===== config.mk =====
export PLATFORM = sky130hd
export DESIGN_NAME = ccdt_seq
export DESIGN_NICKNAME = d
export VERILOG_FILES = /design/src/ccdt_pkg.sv /design/src/ccdt_seq.sv
export VERILOG_INCLUDE_DIRS = /design/src /design/src/src
export SDC_FILE = /design/constraint.sdc
export NUM_CORES = 2
export LEC_CHECK = 0
export BUFFER_PORTS_ARGS = -buffer_cell sky130_fd_sc_hd__buf_2
export CORE_MARGIN = 5
export CORE_UTILIZATION = 55
export CTS_CLUSTER_DIAMETER = 150
export DETAILED_ROUTE_END_ITERATION = 6
export PLACE_DENSITY = 0.78
export SYNTH_ARGS = -nofsm -noshare
export SYNTH_HDL_FRONTEND = slang
export SYNTH_SLANG_ARGS = --single-unit

===== constraint.sdc =====
create_clock -name core_clk -period 26.7 [get_ports core_clk]
set_input_delay 2.67 -clock core_clk [delete_from_list [all_inputs] [get_ports core_clk]]
set_output_delay 2.67 -clock core_clk [all_outputs]
set_load 0.01 [all_outputs]

===== src/ccdt_consts.svh =====
// Timing counts and window positions for the image sensor readout sequencer
`ifndef CCDT_CONSTS_SVH
`define CCDT_CONSTS_SVH
// ----------------------------------------------------------------------------
// Row and frame geometry, in horizontal clock cycles and rows, plus data width in bits and FIFO depth in words
// ----------------------------------------------------------------------------
`define CCDT_NH_SINGLE   12'd2072
`define CCDT_NH_DUAL     12'd1036
`define CCDT_NV_SINGLE   16'd1124
`define CCDT_NV_DUAL     16'd562
`define CCDT_CLAMP_FIRST 12'd3
`define CCDT_CLAMP_LEN   12'd28
`define CCDT_FG_FIRST    12'd34
`define CCDT_OUT_FIRST   12'd68
`define CCDT_OUT_LAST    12'd1036
`define CCDT_FG_LEAD     12'd34
`define CCDT_COLS        969
`define CCDT_FLUSH_ROWS  16'd4
`define CCDT_DATA_W      16
`define CCDT_FIFO_DEPTH  16
// ----------------------------------------------------------------------------
// Pulse widths in ns and their core clock counts
// ----------------------------------------------------------------------------
`define CCDT_CLK_NS      10
`define CCDT_T_VA_NS     500
`define CCDT_T_VB_NS     1300
`define CCDT_T_XFER_NS   1500
`define CCDT_T_SUB_NS    1500
`define CCDT_VA_CYC      (`CCDT_T_VA_NS / `CCDT_CLK_NS)
`define CCDT_VB_CYC      (`CCDT_T_VB_NS / `CCDT_CLK_NS)
`define CCDT_XFER_CYC    (`CCDT_T_XFER_NS / `CCDT_CLK_NS)
`define CCDT_SUB_CYC     (`CCDT_T_SUB_NS / `CCDT_CLK_NS)
`endif


===== src/ccdt_pkg.sv =====
// Types shared by the readout sequencer and its bench
package ccdt_pkg;
  typedef enum logic [1:0] {CCDT_SINGLE, CCDT_DUAL, CCDT_QUAD} ccdt_mode_t;
  typedef enum logic [2:0] {ST_IDLE, ST_SHUT, ST_EXPOSE, ST_FLUSH, ST_FXFER, ST_LXFER, ST_ROW} ccdt_state_t;
endpackage : ccdt_pkg


===== src/ccdt_seq.sv =====
// Readout timing generator for a four-quadrant charge-multiplying image sensor
`timescale 1ns/100ps
`include "ccdt_consts.svh"

// ----------------------------------------------------------------------------
// Pixel FIFO
// ----------------------------------------------------------------------------
module ccdt_fifo #(
  parameter int W = 34,
  parameter int D = 16
) (
  input  wire logic         core_clk,
  input  wire logic         nrst,
  input  wire logic         in_valid,
  output logic              in_ready,
  input  wire logic [W-1:0] in_data,
  output logic              out_valid,
  input  wire logic         out_ready,
  output logic [W-1:0]      out_data
);
  localparam int AW = $clog2(D);
  logic [W-1:0]  mem [0:D-1];
  logic [AW-1:0] wp_r, wp_nxt, rp_r, rp_nxt;
  logic [AW:0]   cnt_r, cnt_nxt;
  logic          wr, rd;

  always_comb begin
    in_ready  = (cnt_r != (AW+1)'(D));
    out_valid = (cnt_r != '0);
    out_data  = mem[rp_r];
    wr        = in_valid & in_ready;
    rd        = out_valid & out_ready;
    wp_nxt    = wr ? wp_r + 1'b1 : wp_r;
    rp_nxt    = rd ? rp_r + 1'b1 : rp_r;
    cnt_nxt   = cnt_r + (AW+1)'(wr) - (AW+1)'(rd);
  end

  always_ff @(posedge core_clk or negedge nrst) begin
    if (!nrst) begin
      wp_r  <= '0;
      rp_r  <= '0;
      cnt_r <= '0;
    end else begin
      wp_r  <= wp_nxt;
      rp_r  <= rp_nxt;
      cnt_r <= cnt_nxt;
    end
  end

  always_ff @(posedge core_clk) begin
    if (wr) begin
      mem[wp_r] <= in_data;
    end
  end
endmodule : ccdt_fifo

// ----------------------------------------------------------------------------
// Sequencer
// ----------------------------------------------------------------------------
module ccdt_seq (
  input  wire logic                core_clk,
  input  wire logic                nrst,
  input  wire logic                start,
  input  wire ccdt_pkg::ccdt_mode_t mode,
  input  wire logic                shutter_en,
  input  wire logic                long_int,
  input  wire logic                reverse_a,
  input  wire logic                reverse_b,
  input  wire logic [15:0]         threshold,
  input  wire logic [15:0]         exposure_lines,
  input  wire logic [15:0]         fg_adc,
  input  wire logic [15:0]         norm_adc,
  input  wire logic [15:0]         mult_adc,
  input  wire logic                out_ready,
  output logic                     out_valid,
  output logic [33:0]              out_data,
  output logic                     first_storage_phase,
  output logic                     second_storage_phase,
  output logic                     first_barrier_phase_a,
  output logic                     second_barrier_phase_a,
  output logic                     first_barrier_phase_b,
  output logic                     second_barrier_phase_b,
  output logic                     upper_storage_one,
  output logic                     upper_storage_two,
  output logic                     upper_barrier_one,
  output logic                     upper_barrier_two,
  output logic                     charge_switch_phase,
  output logic                     route_normal_phase,
  output logic                     route_multiply_phase,
  output logic                     last_gate_phase,
  output logic                     exit_gate_phase,
  output logic                     first_multiply_storage_phase,
  output logic                     second_multiply_storage_phase,
  output logic                     first_multiply_barrier_phase,
  output logic                     second_multiply_barrier_phase,
  output logic [3:0]               vertical_phase,
  output logic                     transfer_pulse,
  output logic                     shutter_pulse,
  output logic                     clamp,
  output logic                     line_pattern_two,
  output logic                     amp_power_down,
  output logic                     substrate_reference_output_store,
  output logic                     multiply_flush,
  output logic                     busy,
  output logic                     frame_done,
  output logic                     overrun
);
  import ccdt_pkg::*;

  // --------------------------------------------------------------------------
  // Pin synchronisers
  // --------------------------------------------------------------------------
  logic [15:0] fg_m_r, fg_s_r, nm_m_r, nm_s_r, ml_m_r, ml_s_r;
  always_ff @(posedge core_clk or negedge nrst) begin
    if (!nrst) begin
      fg_m_r <= '0; fg_s_r <= '0; nm_m_r <= '0;
      nm_s_r <= '0; ml_m_r <= '0; ml_s_r <= '0;
    end else begin
      fg_m_r <= fg_adc;   fg_s_r <= fg_m_r;
      nm_m_r <= norm_adc; nm_s_r <= nm_m_r;
      ml_m_r <= mult_adc; ml_s_r <= ml_m_r;
    end
  end

  // --------------------------------------------------------------------------
  // Frame and row sequencing
  // --------------------------------------------------------------------------
  ccdt_state_t st_r, st_nxt;
  logic [11:0] hcnt_r, hcnt_nxt, nh;
  logic [15:0] row_r, row_nxt, nv;
  logic [7:0]  tcnt_r, tcnt_nxt, seg_len;
  logic [1:0]  seg_r, seg_nxt;
  logic        hph_r, hph_nxt, tick, in_ready, single, done_nxt;

  always_comb begin
    single   = (mode != CCDT_DUAL) && (mode != CCDT_QUAD);
    nh       = single ? `CCDT_NH_SINGLE : `CCDT_NH_DUAL;
    nv       = single ? `CCDT_NV_SINGLE : `CCDT_NV_DUAL;
    seg_len  = seg_r[0] ? 8'(`CCDT_VB_CYC) : 8'(`CCDT_VA_CYC);
    tick     = hph_r;
    st_nxt   = st_r;
    hcnt_nxt = hcnt_r;
    row_nxt  = row_r;
    tcnt_nxt = tcnt_r + 8'd1;
    seg_nxt  = seg_r;
    done_nxt = 1'b0;
    hph_nxt  = ~hph_r;
    unique case (st_r)
      ST_IDLE: begin
        hph_nxt  = 1'b0;
        tcnt_nxt = '0;
        if (start) begin
          row_nxt = '0;
          st_nxt  = shutter_en ? ST_SHUT : ST_FXFER;
        end
      end
      ST_SHUT: begin
        hph_nxt = 1'b0;
        if (tcnt_r == 8'(`CCDT_SUB_CYC - 1)) begin
          st_nxt   = ST_EXPOSE;
          hcnt_nxt = '0;
          row_nxt  = '0;
        end
      end
      ST_EXPOSE, ST_FLUSH: begin
        if (tick) begin
          hcnt_nxt = hcnt_r + 12'd1;
          if (hcnt_r == nh - 12'd1) begin
            hcnt_nxt = '0;
            row_nxt  = row_r + 16'd1;
            if (st_r == ST_EXPOSE && row_r + 16'd1 >= exposure_lines) begin
              st_nxt  = long_int ? ST_FLUSH : ST_FXFER;
              row_nxt = '0;
            end else if (st_r == ST_FLUSH && row_r + 16'd1 >= `CCDT_FLUSH_ROWS) begin
              st_nxt  = ST_FXFER;
              row_nxt = '0;
            end
          end
        end
        tcnt_nxt = '0;
      end
      ST_FXFER: begin
        hph_nxt = 1'b0;
        if (tcnt_r == 8'(`CCDT_XFER_CYC - 1)) begin
          st_nxt   = ST_LXFER;
          tcnt_nxt = '0;
          seg_nxt  = '0;
          row_nxt  = '0;
        end
      end
      ST_LXFER: begin
        hph_nxt = 1'b0;
        if (tcnt_r == seg_len - 8'd1) begin
          tcnt_nxt = '0;
          seg_nxt  = seg_r + 2'd1;
          if (seg_r == 2'd3) begin
            st_nxt   = ST_ROW;
            hcnt_nxt = 12'd1;
          end
        end
      end
      ST_ROW: begin
        tcnt_nxt = '0;
        if (tick) begin
          if (hcnt_r != nh) begin
            hcnt_nxt = hcnt_r + 12'd1;
          end else if (row_r == nv - 16'd1) begin
            st_nxt   = ST_IDLE;
            done_nxt = 1'b1;
          end else if (in_ready) begin
            // Next row waits for FIFO room so back-pressure slows the frame
            st_nxt  = ST_LXFER;
            row_nxt = row_r + 16'd1;
          end
        end
      end
    endcase
  end

  always_ff @(posedge core_clk or negedge nrst) begin
    if (!nrst) begin
      st_r   <= ST_IDLE;
      hcnt_r <= '0;
      row_r  <= '0;
      tcnt_r <= '0;
      seg_r  <= '0;
      hph_r  <= 1'b0;
    end else begin
      st_r   <= st_nxt;
      hcnt_r <= hcnt_nxt;
      row_r  <= row_nxt;
      tcnt_r <= tcnt_nxt;
      seg_r  <= seg_nxt;
      hph_r  <= hph_nxt;
    end
  end

  // --------------------------------------------------------------------------
  // Pixel routing and capture
  // --------------------------------------------------------------------------
  logic [33:0] pipe_r, pipe_nxt;
  logic        route_mem [0:1][0:`CCDT_COLS-1];
  logic        fg_win, out_win, dec, cur, old, m_valid, push, bank, ovr_r, ovr_nxt;
  logic [9:0]  col;
  logic [33:0] word;

  always_comb begin
    fg_win  = (st_r == ST_ROW) && hcnt_r >= `CCDT_FG_FIRST &&
              hcnt_r <= `CCDT_OUT_LAST - `CCDT_FG_LEAD;
    out_win = (st_r == ST_ROW) && hcnt_r >= `CCDT_OUT_FIRST &&
              hcnt_r <= `CCDT_OUT_LAST;
    // Small signals go through multiplication; the threshold is software's
    dec     = fg_win && (fg_s_r < threshold);
    pipe_nxt = (st_r == ST_ROW && tick) ? {pipe_r[32:0], dec} : pipe_r;
    cur     = pipe_r[33];
    col     = 10'(hcnt_r - `CCDT_OUT_FIRST);
    bank    = single ? 1'b0 : row_r[0];
    old     = route_mem[bank][col];
    // Multiplied samples trail by one row in single mode, two otherwise
    m_valid = old && (row_r >= (single ? 16'd1 : 16'd2));
    push    = out_win && tick && (!cur || m_valid);
    word    = {m_valid, ~cur, ml_s_r, nm_s_r};
    ovr_nxt = ovr_r;
    if (st_r == ST_IDLE && start) begin
      ovr_nxt = 1'b0;
    end
    if (push && !in_ready) begin
      ovr_nxt = 1'b1;
    end
  end

  always_ff @(posedge core_clk or negedge nrst) begin
    if (!nrst) begin
      pipe_r <= '0;
      ovr_r  <= 1'b0;
    end else begin
      pipe_r <= pipe_nxt;
      ovr_r  <= ovr_nxt;
    end
  end

  always_ff @(posedge core_clk) begin
    if (out_win && tick) begin
      route_mem[bank][col] <= cur;
    end
  end

  logic [33:0] fifo_data;
  logic        fifo_valid;
  ccdt_fifo #(.W(34), .D(`CCDT_FIFO_DEPTH)) u_fifo (
    .core_clk (core_clk),
    .nrst     (nrst),
    .in_valid (push),
    .in_ready (in_ready),
    .in_data  (word),
    .out_valid(fifo_valid),
    .out_ready(out_ready),
    .out_data (fifo_data)
  );
  assign out_valid = fifo_valid;
  assign out_data  = fifo_data;

  // --------------------------------------------------------------------------
  // Clock and control outputs
  // --------------------------------------------------------------------------
  logic [29:0] o_r, o_nxt;
  logic        run, p, b1a, b1b, quad;

  always_comb begin
    quad = (mode == CCDT_QUAD);
    // Horizontal clocks stop while amplifiers are off during long exposures
    run  = (st_nxt == ST_ROW) || (st_nxt == ST_FLUSH) || (st_nxt == ST_EXPOSE && !long_int);
    p    = hph_nxt;
    b1a  = reverse_a ? ~p : p;
    b1b  = (single ? ~p : p) ^ reverse_b;
    o_nxt = '0;
    if (run) begin
      o_nxt[0]  = p;                 o_nxt[1]  = ~p;
      o_nxt[2]  = b1a;               o_nxt[3]  = ~b1a;
      o_nxt[4]  = b1b;               o_nxt[5]  = ~b1b;
      o_nxt[6]  = quad ? p : 1'b1;   o_nxt[7]  = quad ? ~p : 1'b1;
      o_nxt[8]  = quad ? p : 1'b1;   o_nxt[9]  = quad ? ~p : 1'b1;
      o_nxt[10] = p;                 o_nxt[13] = ~p;
      o_nxt[14] = ~p;                o_nxt[15] = p;
      o_nxt[16] = ~p;                o_nxt[17] = p;
      o_nxt[18] = ~p;
    end else begin
      o_nxt[0]  = 1'b1;              o_nxt[2]  = 1'b1;
      o_nxt[4]  = 1'b1;              o_nxt[15] = 1'b1;
      o_nxt[17] = 1'b1;
      o_nxt[6]  = 1'b1;              o_nxt[7]  = 1'b1;
      o_nxt[8]  = 1'b1;              o_nxt[9]  = 1'b1;
    end
    o_nxt[11] = out_win && !tick && !pipe_nxt[33] && (st_nxt == ST_ROW);
    o_nxt[12] = out_win && !tick && pipe_nxt[33] && (st_nxt == ST_ROW);
    unique case (st_nxt)
      ST_LXFER: o_nxt[22:19] = 4'b0011 << seg_nxt | 4'b0011 >> (3'd4 - {1'b0, seg_nxt});
      ST_FXFER: o_nxt[22:19] = 4'b0101;
      default:  o_nxt[22:19] = 4'b0000;
    endcase
    o_nxt[23] = (st_nxt == ST_FXFER);
    o_nxt[24] = (st_nxt == ST_SHUT);
    o_nxt[25] = (st_nxt == ST_ROW) && hcnt_nxt >= `CCDT_CLAMP_FIRST &&
                hcnt_nxt < `CCDT_CLAMP_FIRST + `CCDT_CLAMP_LEN;
    o_nxt[26] = quad;
    o_nxt[27] = (st_nxt == ST_EXPOSE) && long_int;
    o_nxt[28] = (st_r == ST_IDLE) && start && long_int;
    o_nxt[29] = (st_nxt == ST_FLUSH);
  end

  logic busy_r, done_r;
  always_ff @(posedge core_clk or negedge nrst) begin
    if (!nrst) begin
      o_r    <= 30'h0000_0000;
      busy_r <= 1'b0;
      done_r <= 1'b0;
    end else begin
      o_r    <= o_nxt;
      busy_r <= (st_nxt != ST_IDLE);
      done_r <= done_nxt;
    end
  end

  assign first_storage_phase           = o_r[0];
  assign second_storage_phase          = o_r[1];
  assign first_barrier_phase_a         = o_r[2];
  assign second_barrier_phase_a        = o_r[3];
  assign first_barrier_phase_b         = o_r[4];
  assign second_barrier_phase_b        = o_r[5];
  assign upper_storage_one             = o_r[6];
  assign upper_storage_two             = o_r[7];
  assign upper_barrier_one             = o_r[8];
  assign upper_barrier_two             = o_r[9];
  assign charge_switch_phase           = o_r[10];
  assign route_normal_phase            = o_r[11];
  assign route_multiply_phase          = o_r[12];
  assign last_gate_phase               = o_r[13];
  assign exit_gate_phase               = o_r[14];
  assign first_multiply_storage_phase  = o_r[15];
  assign second_multiply_storage_phase = o_r[16];
  assign first_multiply_barrier_phase  = o_r[17];
  assign second_multiply_barrier_phase = o_r[18];
  assign vertical_phase                = o_r[22:19];
  assign transfer_pulse                = o_r[23];
  assign shutter_pulse                 = o_r[24];
  assign clamp                         = o_r[25];
  assign line_pattern_two              = o_r[26];
  assign amp_power_down                = o_r[27];
  assign substrate_reference_output_store                    = o_r[28];
  assign multiply_flush                = o_r[29];
  assign busy                          = busy_r;
  assign frame_done                    = done_r;
  assign overrun                       = ovr_r;
endmodule : ccdt_seq


==> reports/results.ini <==
[critical_path]
reg2reg_slack_ns=16.86
reg2reg_from=hcnt_r[0]
cpPeakStageDelay_ns=0.94
critPathLaunchType=primary input
path_buf_inv=8
critPathCapture=u_fifo.mem[14][28]
r2r-end=u_fifo.mem[14][28]
cp.depth=21
worstSetupEndpointType=flop
crit_start=mode[0]
crit_path_frequent_cell=buf_4
cpLargestDelayFamily=buffers and inverters
worstPathRequired_ns=27.28
worstSetupPathType=primary input to flop
worst-r2r-cell-count=16
arrival_ns=11.85
slowest_stage=nor4_2
crit_chain=buf_2 -> inv_1 -> ha_1 -> inv_1 -> ha_4 -> buf_4 -> buf_4 -> buf_12 -> buf_4 -> mux2i_1 -> a22oi_1 -> nand3_1 -> a211oi_1 -> a2111oi_0 -> nand4_1 -> a31oi_1 -> o32a_1 -> o41ai_4 -> nand3_4 -> nor4_2 -> buf_4
crit_fanout=96

[global_route]
track_usage_pct=26.8
grt_max_degree=291
grt_overflow=0
grt_pass1_wl_um=431000
antenna_found_initial=7
grt_pass1_vias=66200

[cts]
cts_buffers=288
cts_tree=yes
cts.repair.resized=0
clockBufferDepth=4
numClockSinks=2692
clockRootBuffer=clkbuf_16
holdBufCountCts=0
path_clk_slew_ns=0.06
cts_setup_buffers=0
clock_latency_ns=0.95
cts-htree-levels=5

[timing]
fmax_mhz=88.8
rsz0062_at_grt=false
setup_tns_ns=0
finalMaxSlewViolations=0
worst_slew_pin_slew_ns=1.44
finClkSkew_ns=0.0777
relSlewSlack_pct=3.60
setup_violations=0
finalHoldViolations=0
fin_crit_sh_pct=42.2
min_period_ns=11.27

[finish]
drive_gt1_share_pct=18.2
areaGrowthSynthToFinish_pct=9.56
final_util_pct=60.4
final_cell_area_um2=125000
nNetsFinal=7377

[logic_synthesis]
synth_seq_cells=2692
synth_top_area_share_pct=65.4
synthFlopType=edfxtp_1
syn_area_um2=114000
yosysUniqueCellTypes=95
syn-num-nets=7451
seq_area_frac_synth_pct=70.0
postSynthCellCount=7302
async_flop_share_pct=7.80
synth_edf_count=2482
syn_area_per_cell_um2=15.6
synthTopCellsByArea=edfxtp_1 (65%), mux4_2 (11%), nor2_1 (6.7%), dfrtp_1 (4.6%), mux4_1 (1.3%)
yosysWarnings=0
yosysTopAreaCell=edfxtp_1

[drt]
antenna_left=0
drt_iter0_markers=10900
vias=66900
avgViaCountPerCell=6.61
wl_per_cell_um=29.1
routed_wirelength_um=294000
drc_errors=0
first_pass_iters=7

[floorplan]
io_pins=158
die_w_um=465
std_cell_rows=167
start_util_pct=55.2
die-area_um2=216000
die_y_um=465
core_um2=207000

[place]
port_buffers=157
routabilityCongestion=0.849
placed_area_um2=116000
hpwlAfterDp_um=154000

[power_and_ir_drop]
cellLeakagePower_nw=43.9
peakVddDrop_uv=86.5
p_per_area_nw_per_um2=72.4

[run]
cap_viol_max_count=0

[worst_hold_path]
hp-start=ml_m_r[8]
hold_class=flop to flop

[status]
outcome=finished, final reports clean

-- through the flow --
stage / total power, W / hold WS [ns] / worst slack, ns / cells
final: 0.00904 / 0.346 / 15.43 / 10100
after global routing: 0.00931 / 0.349 / 14.88 / 10100
after CTS: 0.00909 / 0.346 / 15.51 / 10100
after detailed placement: 0.00542 / 0.335 / 14.62 / 9642
after global placement: 0.00540 / 0.333 / 14.72 / 9642
after floorplan: 0.00522 / 0.331 / 10.60 / 7302
-- cell usage in the layout (no fill, tap or decap), types with 72 or more instances in the layout --
master | netlist | layout
edfxtp_1 | 2482 | 2482
nor2_1 | 2025 | 2014
mux4_2 | 551 | 551
clkbuf_16 | 0 | 296
dfrtp_1 | 210 | 203
nand2_1 | 203 | 182
buf_2 | 148 | 156
a22oi_1 | 153 | 153
mux2i_1 | 129 | 129
buf_4 | 15 | 123
inv_1 | 76 | 75
a21oi_1 | 73 | 72
-- logic make-up (layout without fill, tap and decap cells) --
logic type | after synthesis | count (layout) | share of synthesized area (%)
AO/OA/AOI/OAI | 505 | 505 | 3.20
XOR/XNOR | 43 | 43 | 0.330
adder cells (fa/ha/maj) | 59 | 59 | 0.654
buffers and inverters | 730 | 843 | 3.25
flip-flops | 2692 | 2692 | 70.0
multiplexers | 777 | 777 | 13.7
other | 0 | 8 | 0
AND/OR/NAND/NOR | 2496 | 2496 | 8.83
-- state kept, by name, summed over array words and instances (netlist names) --
register      cells
route_mem      1938
u_fifo.mem      544
pipe_r           34
o_r              22
fg_m_r           16
fg_s_r           16
ml_m_r           16
ml_s_r           16
nm_m_r           16
nm_s_r           16
row_r            16
hcnt_r           12
tcnt_r            8
u_fifo.cnt_r      5
u_fifo.rp_r       4
u_fifo.wp_r       4
st_r              3
seg_r             2
busy              1
frame_done        1
hph_r             1
overrun           1
-- area by class of cell --
type | count | area, um^2
well taps | 2704 | 3380
clock buffers | 360 | 7660
fillers | 14300 | 81800
repair buffers | 285 | 1820
diodes | 8 | 20.0
flip-flops and latches | 2692 | 79800
multi-input cells | 3880 | 31100
clock inverters | 117 | 835
inverters | 81 | 304
-- worst reg2reg max path: stages, from the launching register on --
cell and delay, ns:
dfrtp_4 0.86, buf_4 0.99, buf_4 0.87, buf_4 0.77, buf_4 0.74, buf_4 0.87, mux4_2 0.39, a22o_1 0.14
a221oi_1 0.06, o22ai_1 0.23, nor3_1 0.11, o22ai_1 0.46, o31ai_1 0.36, o41ai_4 0.69, nand3_4 0.46, nor4_2 0.95
buf_4 0.54
-- synthesized netlist by cell type, drive strengths merged, types with 11 or more instances --
cell	instances
mux2	39
a22oi	153
nand2	203
nor2	2027
clkbuf	380
mux4	609
mux2i	129
nor2b	19
and3	11
xnor2	25
a211oi	20
inv	78
nand4	33
ha	58
a21oi	75
and2	15
edfxtp	2482
a31oi	18
buf	269
dfrtp	210
nand2b	16
o21ai	65
o22ai	12
nor3	35
xor2	18
a221oi	41
a21o	16
nand3	71
nor4	32
a22o	31
-- where the power goes --
group / switching, W / internal (W) / leakage [nW]
registers: 0.0000419 / 0.00457 / 30.0
clock network: 0.00158 / 0.00212 / 4.14
logic: 0.000370 / 0.000359 / 9.79
-- worst min path at each step --
stage,to,cells past startpoint,slack [ns]
finish,ml_s_r[8],0,0.35
global route,fg_s_r[12],0,0.35
CTS,fg_s_r[12],0,0.35
detailed placement,fg_s_r[12],0,0.33
global placement,ml_s_r[7],0,0.33
floorplan,fg_s_r[0],0,0.33
-- layer usage --
layer	track usage, %	wire (um)
met1	36.1	103000
met2	42.2	138000
met5	0.176	82
met3	6.74	38500
met4	11.6	14900
No activity file was read; power rests on OpenSTA's default activity.
